**config.mk**
```make
export PLATFORM = sky130hd
export DESIGN_NAME = sioc_stage_cfg
export DESIGN_NICKNAME = d
export VERILOG_FILES = /design/src/sioc_pkg.sv /design/src/sioc_stage_cfg.sv /design/src/sioc_word_mem.sv /design/src/sioc_stage_decode.sv
export SDC_FILE = /design/constraint.sdc
export NUM_CORES = 1
export LEC_CHECK = 0
export BUFFER_PORTS_ARGS = -buffer_cell sky130_fd_sc_hd__buf_2
export CAP_MARGIN = 20
export CORE_ASPECT_RATIO = 1.25
export CORE_MARGIN = 3
export CORE_UTILIZATION = 45
export CTS_BUF_LIST = sky130_fd_sc_hd__clkbuf_16
export DETAILED_ROUTE_END_ITERATION = 8
export HOLD_SLACK_MARGIN = 0.12
export MAX_ROUTING_LAYER = met4
export PLACE_DENSITY_LB_ADDON = 0.08
export SLEW_MARGIN = 30
export SYNTH_ARGS = -nofsm -noshare
export SYNTH_HDL_FRONTEND = slang
export SYNTH_HIERARCHICAL = 1
export SYNTH_SLANG_ARGS = --single-unit
export TNS_END_PERCENT = 5
```
**constraint.sdc**
```tcl
create_clock -name aclk -period 9.25 [get_ports aclk]
set_input_delay 0.4625 -clock aclk [delete_from_list [all_inputs] [get_ports aclk]]
set_output_delay 0.4625 -clock aclk [all_outputs]
set_load 0.02 [all_outputs]
```
**src/sioc_pkg.sv**
```systemverilog
// Purpose: Shared constants, types and address decode for the stage input/offset config block
// Assumes: 32-bit AXI4-Lite data, word indices scaled by four into byte addresses
// Notes: Printed offsets are word indices; byte address is four times the index
package sioc_pkg;

    // Register map, as word indices
    localparam logic [9:0] SIOC_IDX_BASE = 10'h080;
    localparam logic [9:0] SIOC_IDX_STATUS = 10'h0ff;
    localparam logic [2:0] SIOC_SUB_UPPER = 3'h1;
    localparam logic [2:0] SIOC_SUB_AFE = 3'h2;
    localparam int SIOC_NUM_STAGES = 12;
    localparam int SIOC_WORD_W = 16;
    localparam int SIOC_ROUTED_INPUTS = 6;

    // Upper connection word fields
    localparam int SIOC_MTYPE_LSB = 12;
    localparam int SIOC_NEG_OFF_BIT = 14;
    localparam int SIOC_POS_OFF_BIT = 15;

    // Offset word fields
    localparam int SIOC_NEG_CODE_LSB = 0;
    localparam int SIOC_NEG_STEER_BIT = 7;
    localparam int SIOC_POS_CODE_LSB = 8;
    localparam int SIOC_POS_STEER_BIT = 15;
    localparam int SIOC_CODE_W = 6;

    // Offset weight, femtofarads per count
    localparam logic [8:0] SIOC_OFFSET_LSB_FF = 9'h140;

    // Routing and measurement codes
    localparam logic [1:0] SIOC_ROUTE_NONE = 2'h0;
    localparam logic [1:0] SIOC_ROUTE_NEG = 2'h1;
    localparam logic [1:0] SIOC_ROUTE_POS = 2'h2;
    localparam logic [1:0] SIOC_ROUTE_BIAS = 2'h3;
    localparam logic [1:0] SIOC_MT_FORBIDDEN = 2'h0;
    localparam logic [1:0] SIOC_MT_SE_POS = 2'h1;
    localparam logic [1:0] SIOC_MT_SE_NEG = 2'h2;
    localparam logic [1:0] SIOC_MT_DIFF = 2'h3;

    // Bus answers
    localparam logic [1:0] SIOC_RESP_OKAY = 2'h0;
    localparam logic [1:0] SIOC_RESP_SLVERR = 2'h2;

    typedef enum logic [1:0] {RD_IDLE, RD_WAIT, RD_RESP} sioc_rd_t;

    typedef struct packed {
        logic hit;
        logic [4:0] addr;
    } sioc_map_t;

    // Word index to store address: stage times two plus word select
    function automatic sioc_map_t sioc_map(input logic [9:0] idx);
        logic [9:0] off;
        sioc_map_t m;
        off = idx - SIOC_IDX_BASE;
        m.hit = (idx >= SIOC_IDX_BASE) && (off[9:3] < 7'(SIOC_NUM_STAGES))
            && ((off[2:0] == SIOC_SUB_UPPER) || (off[2:0] == SIOC_SUB_AFE));
        m.addr = {off[6:3], off[2:0] == SIOC_SUB_AFE};
        return m;
    endfunction

endpackage

```
**src/sioc_stage_cfg.sv**
```systemverilog
// Purpose: Twelve-stage input routing and offset configuration behind an AXI4-Lite slave
// Assumes: stage_sel comes from a sequencer on aclk; ce freezes everything while low
// Notes: Stage words read zero after reset; software still writes them all first
//
// The AXI4-Lite register port and the placing of the registers are this design's own decisions.
`timescale 1ns/1ps

module sioc_stage_cfg
    import sioc_pkg::*;
#(
    parameter int ADDR_W = 12
) (
    input wire logic aclk,
    input wire logic aresetn,
    input wire logic ce,
    input wire logic [ADDR_W-1:0] s_axi_awaddr,
    input wire logic [2:0] s_axi_awprot,
    input wire logic s_axi_awvalid,
    output logic s_axi_awready,
    input wire logic [31:0] s_axi_wdata,
    input wire logic [3:0] s_axi_wstrb,
    input wire logic s_axi_wvalid,
    output logic s_axi_wready,
    output logic [1:0] s_axi_bresp,
    output logic s_axi_bvalid,
    input wire logic s_axi_bready,
    input wire logic [ADDR_W-1:0] s_axi_araddr,
    input wire logic [2:0] s_axi_arprot,
    input wire logic s_axi_arvalid,
    output logic s_axi_arready,
    output logic [31:0] s_axi_rdata,
    output logic [1:0] s_axi_rresp,
    output logic s_axi_rvalid,
    input wire logic s_axi_rready,
    input wire logic [3:0] stage_sel,
    output logic [5:0] route_neg,
    output logic [5:0] route_pos,
    output logic [5:0] route_bias,
    output logic meas_se_pos,
    output logic meas_se_neg,
    output logic meas_diff,
    output logic [5:0] negative_offset_code,
    output logic [14:0] neg_offset_ff,
    output logic neg_offset_to_neg,
    output logic neg_offset_to_pos,
    output logic [5:0] positive_offset_code,
    output logic [14:0] pos_offset_ff,
    output logic pos_offset_to_pos,
    output logic pos_offset_to_neg
);
    typedef struct packed {
        logic awready;
        logic wready;
        logic aw_have;
        logic [9:0] aw_idx;
        logic w_have;
        logic [15:0] w_data;
        logic [1:0] w_strb;
        logic bvalid;
        logic [1:0] bresp;
        sioc_rd_t rd;
        logic arready;
        logic rvalid;
        logic [31:0] rdata;
        logic [1:0] rresp;
        logic mtype_err;
        logic [3:0] live_stage;
    } sioc_bus_t;

    localparam sioc_bus_t SIOC_BUS_RESET = '{
        awready: 1'b1, wready: 1'b1, arready: 1'b1, rd: RD_IDLE, default: '0};

    sioc_bus_t r;
    sioc_bus_t n;
    sioc_map_t wmap;
    sioc_map_t rmap;
    logic do_wr;
    logic mem_we;
    logic [4:0] mem_a_addr;
    logic [15:0] mem_a_data;
    logic [15:0] conn_live;
    logic [15:0] afe_live;

    // Bus unprotected; AWPROT and ARPROT carry no meaning here
    assign wmap = sioc_map(r.aw_idx);
    assign rmap = sioc_map(s_axi_araddr[11:2]);
    assign do_wr = r.aw_have && r.w_have && !r.bvalid;
    assign mem_we = do_wr && wmap.hit;
    assign mem_a_addr = rmap.addr;

    // Bus slave next state; address and data may arrive in either order
    always_comb
    begin
        n = r;
        if (s_axi_awvalid && r.awready)
        begin
            n.aw_have = 1'b1;
            n.aw_idx = s_axi_awaddr[11:2];
        end
        if (s_axi_wvalid && r.wready)
        begin
            n.w_have = 1'b1;
            n.w_data = s_axi_wdata[15:0];
            n.w_strb = s_axi_wstrb[1:0];
        end
        if (r.bvalid && s_axi_bready)
        begin
            n.bvalid = 1'b0;
        end
        if (do_wr)
        begin
            n.aw_have = 1'b0;
            n.w_have = 1'b0;
            n.bvalid = 1'b1;
            n.bresp = (wmap.hit || r.aw_idx == SIOC_IDX_STATUS) ? SIOC_RESP_OKAY
                : SIOC_RESP_SLVERR;
            // Write one to clear the forbidden-type flag
            if (r.aw_idx == SIOC_IDX_STATUS && r.w_strb[0] && r.w_data[0])
            begin
                n.mtype_err = 1'b0;
            end
            // Catch a forbidden type code; placed after the clear so set wins
            if (wmap.hit && !wmap.addr[0] && r.w_strb[1]
                && r.w_data[SIOC_MTYPE_LSB +: 2] == SIOC_MT_FORBIDDEN)
            begin
                n.mtype_err = 1'b1;
            end
        end
        // One outstanding write: hold ready low until the response is gone
        n.awready = !n.aw_have && !n.bvalid;
        n.wready = !n.w_have && !n.bvalid;
        n.live_stage = stage_sel;

        // Read side: store reads take one extra cycle through the port register
        case (r.rd)
            RD_IDLE:
            begin
                if (s_axi_arvalid && r.arready)
                begin
                    n.arready = 1'b0;
                    if (rmap.hit)
                    begin
                        n.rd = RD_WAIT;
                    end
                    else
                    begin
                        n.rd = RD_RESP;
                        n.rvalid = 1'b1;
                        if (s_axi_araddr[11:2] == SIOC_IDX_STATUS)
                        begin
                            n.rdata = {27'h0, r.live_stage, r.mtype_err};
                            n.rresp = SIOC_RESP_OKAY;
                        end
                        else
                        begin
                            n.rdata = 32'h0;
                            n.rresp = SIOC_RESP_SLVERR;
                        end
                    end
                end
            end
            RD_WAIT:
            begin
                n.rvalid = 1'b1;
                n.rdata = {16'h0, mem_a_data};
                n.rresp = SIOC_RESP_OKAY;
                n.rd = RD_RESP;
            end
            RD_RESP:
            begin
                if (s_axi_rready)
                begin
                    n.rvalid = 1'b0;
                    n.arready = 1'b1;
                    n.rd = RD_IDLE;
                end
            end
            default:
            begin
                n.rd = RD_IDLE;
            end
        endcase
    end

    always_ff @(posedge aclk)
    begin
        if (!aresetn)
        begin
            r <= SIOC_BUS_RESET;
        end
        else if (ce)
        begin
            r <= n;
        end
    end

    assign s_axi_awready = r.awready;
    assign s_axi_wready = r.wready;
    assign s_axi_bvalid = r.bvalid;
    assign s_axi_bresp = r.bresp;
    assign s_axi_arready = r.arready;
    assign s_axi_rvalid = r.rvalid;
    assign s_axi_rdata = r.rdata;
    assign s_axi_rresp = r.rresp;

    // Separate word pairs per stage; port B fetches the live stage's upper connection word
    sioc_word_mem #(
        .DW(SIOC_WORD_W),
        .DEPTH(2 * SIOC_NUM_STAGES),
        .AW(5)
    ) u_conn_mem (
        .aclk(aclk),
        .aresetn(aresetn),
        .ce(ce),
        .we(mem_we),
        .wbe(r.w_strb),
        .waddr(wmap.addr),
        .wdata(r.w_data),
        .a_addr(mem_a_addr),
        .a_data(mem_a_data),
        .b_addr({stage_sel, 1'b0}),
        .b_data(conn_live)
    );

    // Offset word fetched in the same cycle as the upper word; reusing port A
    // would stall reads, so the word pair is kept in a twin copy instead
    sioc_word_mem #(
        .DW(SIOC_WORD_W),
        .DEPTH(2 * SIOC_NUM_STAGES),
        .AW(5)
    ) u_afe_mem (
        .aclk(aclk),
        .aresetn(aresetn),
        .ce(ce),
        .we(mem_we),
        .wbe(r.w_strb),
        .waddr(wmap.addr),
        .wdata(r.w_data),
        .a_addr({stage_sel, 1'b1}),
        .a_data(afe_live),
        // Port B of the twin is spare
        .b_addr(5'h0),
        .b_data()
    );

    // Fields are decoded from whatever software wrote; the store clears to zero
    sioc_stage_decode u_decode (
        .aclk(aclk),
        .aresetn(aresetn),
        .ce(ce),
        .conn_word(conn_live),
        .afe_word(afe_live),
        .route_neg(route_neg),
        .route_pos(route_pos),
        .route_bias(route_bias),
        .meas_se_pos(meas_se_pos),
        .meas_se_neg(meas_se_neg),
        .meas_diff(meas_diff),
        .negative_offset_code(negative_offset_code),
        .neg_offset_ff(neg_offset_ff),
        .neg_offset_to_neg(neg_offset_to_neg),
        .neg_offset_to_pos(neg_offset_to_pos),
        .positive_offset_code(positive_offset_code),
        .pos_offset_ff(pos_offset_ff),
        .pos_offset_to_pos(pos_offset_to_pos),
        .pos_offset_to_neg(pos_offset_to_neg)
    );
endmodule

```
**src/sioc_word_mem.sv**
```systemverilog
// Purpose: Per-stage word store, one write port and two registered read ports
// Assumes: Software writes every word before its stage is used
// Notes: Read during write returns the old word
`timescale 1ns/1ps
module sioc_word_mem #(
    parameter int DW = 16,
    parameter int DEPTH = 24,
    parameter int AW = 5
) (
    input wire logic aclk,
    input wire logic aresetn,
    input wire logic ce,
    input wire logic we,
    input wire logic [1:0] wbe,
    input wire logic [AW-1:0] waddr,
    input wire logic [DW-1:0] wdata,
    input wire logic [AW-1:0] a_addr,
    output logic [DW-1:0] a_data,
    input wire logic [AW-1:0] b_addr,
    output logic [DW-1:0] b_data
);
    logic [DW-1:0] mem [DEPTH];

    // Cleared by reset so the live decode never sees unknown words; costs a reset per bit
    always_ff @(posedge aclk)
    begin
        if (!aresetn)
        begin
            for (int i = 0; i < DEPTH; i++)
            begin
                mem[i] <= '0;
            end
        end
        else
        begin
            if (ce && we && wbe[0])
            begin
                mem[waddr][7:0] <= wdata[7:0];
            end
            if (ce && we && wbe[1])
            begin
                mem[waddr][DW-1:8] <= wdata[DW-1:8];
            end
        end
    end

    // Registered read ports
    always_ff @(posedge aclk)
    begin
        if (!aresetn)
        begin
            a_data <= '0;
            b_data <= '0;
        end
        else if (ce)
        begin
            a_data <= mem[a_addr];
            b_data <= mem[b_addr];
        end
    end
endmodule

```
**src/sioc_stage_decode.sv**
```systemverilog
// Purpose: Turn one stage's two words into switch-matrix and offset controls
// Assumes: Words arrive from the store's registered port
// Notes: All outputs registered; reset state is everything disconnected
`timescale 1ns/1ps
module sioc_stage_decode
    import sioc_pkg::*;
(
    input wire logic aclk,
    input wire logic aresetn,
    input wire logic ce,
    input wire logic [15:0] conn_word,
    input wire logic [15:0] afe_word,
    output logic [5:0] route_neg,
    output logic [5:0] route_pos,
    output logic [5:0] route_bias,
    output logic meas_se_pos,
    output logic meas_se_neg,
    output logic meas_diff,
    output logic [5:0] negative_offset_code,
    output logic [14:0] neg_offset_ff,
    output logic neg_offset_to_neg,
    output logic neg_offset_to_pos,
    output logic [5:0] positive_offset_code,
    output logic [14:0] pos_offset_ff,
    output logic pos_offset_to_pos,
    output logic pos_offset_to_neg
);
    typedef struct packed {
        logic [5:0] rneg;
        logic [5:0] rpos;
        logic [5:0] rbias;
        logic se_pos;
        logic se_neg;
        logic diff;
        logic [5:0] ncode;
        logic [14:0] nff;
        logic n_neg;
        logic n_pos;
        logic [5:0] pcode;
        logic [14:0] pff;
        logic p_pos;
        logic p_neg;
    } sioc_dec_t;

    sioc_dec_t r;
    sioc_dec_t n;

    // Offset code to femtofarads
    function automatic logic [14:0] code_to_ff(input logic [5:0] code);
        return 15'(code) * 15'(SIOC_OFFSET_LSB_FF);
    endfunction

    // Field of sense input 7+i sits two bits per input from bit 0
    function automatic logic [1:0] route_of(input logic [15:0] w, input int i);
        return w[2*i +: 2];
    endfunction

    always_comb
    begin
        n = r;
        for (int i = 0; i < SIOC_ROUTED_INPUTS; i++)
        begin
            n.rneg[i] = route_of(conn_word, i) == SIOC_ROUTE_NEG;
            n.rpos[i] = route_of(conn_word, i) == SIOC_ROUTE_POS;
            n.rbias[i] = route_of(conn_word, i) == SIOC_ROUTE_BIAS;
        end
        // Forbidden code 00 selects no measurement at all
        n.se_pos = conn_word[SIOC_MTYPE_LSB +: 2] == SIOC_MT_SE_POS;
        n.se_neg = conn_word[SIOC_MTYPE_LSB +: 2] == SIOC_MT_SE_NEG;
        n.diff = conn_word[SIOC_MTYPE_LSB +: 2] == SIOC_MT_DIFF;
        n.ncode = afe_word[SIOC_NEG_CODE_LSB +: SIOC_CODE_W];
        n.nff = code_to_ff(n.ncode);
        n.pcode = afe_word[SIOC_POS_CODE_LSB +: SIOC_CODE_W];
        n.pff = code_to_ff(n.pcode);
        // Disable bit gates, steer bit picks the side
        n.n_neg = !conn_word[SIOC_NEG_OFF_BIT] && !afe_word[SIOC_NEG_STEER_BIT];
        n.n_pos = !conn_word[SIOC_NEG_OFF_BIT] && afe_word[SIOC_NEG_STEER_BIT];
        n.p_pos = !conn_word[SIOC_POS_OFF_BIT] && !afe_word[SIOC_POS_STEER_BIT];
        n.p_neg = !conn_word[SIOC_POS_OFF_BIT] && afe_word[SIOC_POS_STEER_BIT];
    end

    always_ff @(posedge aclk)
    begin
        if (!aresetn)
        begin
            r <= '0;
        end
        else if (ce)
        begin
            r <= n;
        end
    end

    assign route_neg = r.rneg;
    assign route_pos = r.rpos;
    assign route_bias = r.rbias;
    assign meas_se_pos = r.se_pos;
    assign meas_se_neg = r.se_neg;
    assign meas_diff = r.diff;
    assign negative_offset_code = r.ncode;
    assign neg_offset_ff = r.nff;
    assign neg_offset_to_neg = r.n_neg;
    assign neg_offset_to_pos = r.n_pos;
    assign positive_offset_code = r.pcode;
    assign pos_offset_ff = r.pff;
    assign pos_offset_to_pos = r.p_pos;
    assign pos_offset_to_neg = r.p_neg;
endmodule

```
# Word level (Yosys, flattened, before mapping)
# Memories as Yosys holds them, arrays and structs flattened. A register that Yosys moved wholly into a read port is not among the register bits.
# Cells that the tools add are included.
# totals
latch_bits	0
reg_bits	133
out_inout_bits	108
memories	2
mem_bits_ro	0
inputBits	78
mem_bits_rw	768
# memory_table
name	words	width	rd	rd_ports_with_merged_regs	write_ports	line_no	text
u_afe_mem.mem	24	16	1	1	24	sioc_word_mem.sv:22	logic [DW-1:0] mem [DEPTH];
u_conn_mem.mem	24	16	2	2	24	sioc_word_mem.sv:22	
# op_classes
div_mod_pow	0
n_addsub	2
order_cmp	4
n_bitwise	0
reduce_logical	56
eq_ne	32
n_mux	31
n_mul	2
shifts	0
# op_table
operator	count
34-bit one-hot mux with 2 select lines	1
38-bit two-way mux	1
35-bit two-way mux	1
16-bit two-way mux	2
16-bit OR reduction	2
2-bit equality test, second input constant	15
1-bit logical AND	25
10-bit by 8-bit equality test with 1-bit output, second input constant	2
10-bit by 8-bit >= comparator with 1-bit output, second input constant	2
10-bit by 8-bit subtractor with 10-bit output, second input constant	2
19-bit two-way mux	1
6-bit by 3-bit multiplier with 9-bit output, second input constant	2
2-bit by 1-bit equality test with 1-bit output, second input constant	8
7-bit by 4-bit less-than comparator with 1-bit output, second input constant	2
1-bit logical NOT	12
1-bit two-way mux	12
11-bit two-way mux	1
5-bit two-way mux	2
2-bit two-way mux	4
4-bit AND reduction	2
7-bit two-way mux	1
3-bit by 1-bit equality test with 1-bit output, second input constant	2
3-bit by 2-bit equality test with 1-bit output, second input constant	2
2-bit inequality test, second input constant	3
12 further kinds	20

# Longest topological paths before layout
# logic_depth
word_depth	12
mapped_depth	10

# Modules after synthesis
# Netlist, hierarchy kept.
# modules_own_cells
mod	area_each_um2	seq_area_each_um2	n_inst	cells_each
sioc_word_mem	28436.0	16015.4	2	2266
sioc_stage_cfg	2960.3	1201.2	1	363
sioc_stage_decode	2587.5	1021.0	1	270

# Worst setup path after synthesis
# OpenSTA, ideal clock, no wires.
# synth_timing
kind	flip-flop to flip-flop
from	register r[72] in the netlist's numbering
to	memory u_afe_mem.mem[10][10], enable pin
t_required_ps	8866
period_less_slack_ps	3141
stages_incl_launch_ff	10
slack_ps	6109
arrival_ps	2757
path_cell_list	dfxtp_1 -> inv_1 -> ha_1 -> and3b_1 -> nand4_1 -> nor3_1 -> nor2b_1 -> nand2_1 -> clkbuf_1 -> o21ai_0
# synth_lines
element	line_no	text
from (decl)	sioc_stage_cfg.sv:73	sioc_bus_t r;
from (signal assigned)	sioc_stage_cfg.sv:193	r <= n;
to (decl)	sioc_word_mem.sv:22	

==> impl_metrics.csv <==
group,metric,value,unit
setup_path,crit_buf_inv,2,
floorplanning,start_util,0.455,
sta,maxSlewViolCount,0,
sta,finalSetupViolations,0,
routing,drt-initial-drc-count,2735,
floorplanning,boundaryPins,186,
floorplanning,die-area,126000,sq um
floorplanning,core-area,120000,sq um
floorplanning,num_rows,142,
routing,first_pass_iters,5,
clock_tree,htreeDepth,3,
yosys,netlist_instances,4401,
floorplanning,die_y,396,um
yosys,avgSynthCellArea,12.4,sq um
cells_and_area,nets,4471,
power,ir_drop,0.160,mV
sta,rsz0062_at_grt,"no",
setup_path,cp_max_fo,14,
worst_hold_path,hp-class,"in -> reg",
clock_tree,cts_sinks,1117,
sta,relSlewSlack,0.155,
clock_tree,cts_resized,0,
global_route,antenna_found_initial,3,
power,power.leakage,0.0223,uW
global_route,grt_first_pass_wirelength,227,mm
global_route,grt_overflow,0,
place,port_buffers,127,
setup_path,slowest_stage,"o21ai_0",
sta,fin_ws,4.98,ns
clock_tree,cts_setup_buffers,0,
setup_path,crit_chain,"inv_1 -> ha_1 -> and3b_1 -> nand4_1 -> nor3_2 -> nor2b_1 -> nand2_1 -> o21ai_0 -> buf_4",
clock_tree,clk_pin_slew,0.06,ns
routing,drc,0,
clock_tree,cts_tree,"built",
place,dpl_worst_slack,4.95,ns
place,dp_hpwl,101,mm
yosys,yosysWarnings,6,
setup_path,end_kind,"flop",
global_route,grt_start_max_net_pins,257,
status,status,"completed",
sta,hold_viol,0,
routing,wl,156,mm
clock_tree,holdBufCountCts,32,
floorplanning,die_w,318,um
sta,fmax,0.234,GHz
sta,tns,0,ns
yosys,netlist_area,54700,sq um
global_route,grt_pass1_vias,34115,
sta,fin_crit,4.27,ns
place,gp_congestion,0.852,
cells_and_area,flow.area_growth_from_synthesis,9.01,%
clock_tree,cts_max_path_buffers,3,
cells_and_area,layout-drive-gt1-share,0.0876,
sta,finalCritPeriodShare,0.462,
clock_tree,cts_root_buf,"clkbuf_16",
routing,wire_per_inst,25.7,um
global_route,grtUsageTotal,0.248,
sta,worst_pin_slew,1.27,ns
power,powerDensity,185,nW/um^2
setup_path,arrival,4.71,ns
setup_path,critPathKind,"reg -> reg",
routing,num_vias,34657,
routing,avgViaCountPerCell,5.73,
setup_path,start_kind,"flop",
flow_run,cap_violations,0,
setup_path,cp_data_required_time,9.69,ns
setup_path,critPathTopFamily,"simple AND/OR/NAND/NOR gates",
cells_and_area,fill_cells,10580,
sta,skew,0.0404,ns
setup_path,max_stage_delay,1.01,ns
clock_tree,numCtsBuffers,116,
routing,drtAntennaViolNets,0,
clock_tree,clock_latency,0.73,ns
[sequential cells by signal (all words and copies together), names as in the netlist, 7 cells and up]
register and flops:
u_decode/pos_offset_ff 7, u_conn_mem/a_data 16, u_afe_mem/mem 448, r 37
u_conn_mem/mem 512, s_axi_rdata 16, u_decode/neg_offset_ff 7, u_conn_mem/b_data 16
u_afe_mem/a_data 14
[path summary, 6_finish.rpt]
check                                             to  cells after the start                         from  slack (ns)
setup / recovery  u_conn_mem/mem[0][1]$_SDFFCE_PN0P_                      9           r[72]$_SDFFE_PN0P_        4.98
hold / removal             s_axi_wready$_SDFFE_PN1P_                      3                 s_axi_wvalid        0.19
setup reg to reg  u_conn_mem/mem[0][1]$_SDFFCE_PN0P_                      9           r[72]$_SDFFE_PN0P_        4.98
hold reg to reg          s_axi_rresp[1]$_SDFFE_PN0P_                      2  s_axi_rresp[1]$_SDFFE_PN0P_        0.47
[tightest hold or removal path, cell delays in order]
cell and delay [ns]:
buf_2 0.12, a211oi_1 0.07, a211o_1 0.22
[routing by layer]
layer / wire (um) / up-vias / global-route usage
li1: - / 16201 / -
met1: 64800 / 17421 / 0.306
met2: 79800 / 829 / 0.426
met3: 5870 / 206 / 0.0227
met4: 5360 / 0 / 0.0900
met5: 0 / - / -
[cell usage in the layout (no fill, tap or decap), drive strengths merged, types with 36 or more instances in the layout]
cell	instances
dfxtp	157
nand3	36
clkbuf	117
and2	733
inv	73
nor2	154
buf	196
nand2	99
clkinv	40
a21oi	269
o21ai	148
edfxtp	960
or4	48
a22oi	384
mux2i	761
[report_power, final]
part           total (uW)  internal (uW)  switching (uW)
Combinational         964            305             659
Sequential           5700           5600            96.8
Clock                4340           2390            1950
[cell type report]
cell class	count	area, sq um	share of cell area
multi-input cells	2887	20600	0.345
flip-flops and latches	1117	32000	0.536
well taps	1584	1980	0.0332
clock inverters	97	574	0.00963
inverters	20	75.1	0.00126
clock buffers	117	2930	0.0491
diodes	3	7.51	0.000126
repair buffers	228	1500	0.0251
[metrics by stage]
step	power (uW)	std cells	instance area [sq um]	hold slack [ns]	util
final	11000	6053	59700	0.195	0.496
after global routing	11400	6051	59700	0.174	0.496
after floorplan	6410	4430	54800	0.432	-
after CTS	11100	6050	59600	0.125	0.496
after global placement	6730	5804	55800	0.444	0.464
after detailed placement	6750	5804	55800	0.458	0.464
Power figures use the tool's default switching activity.
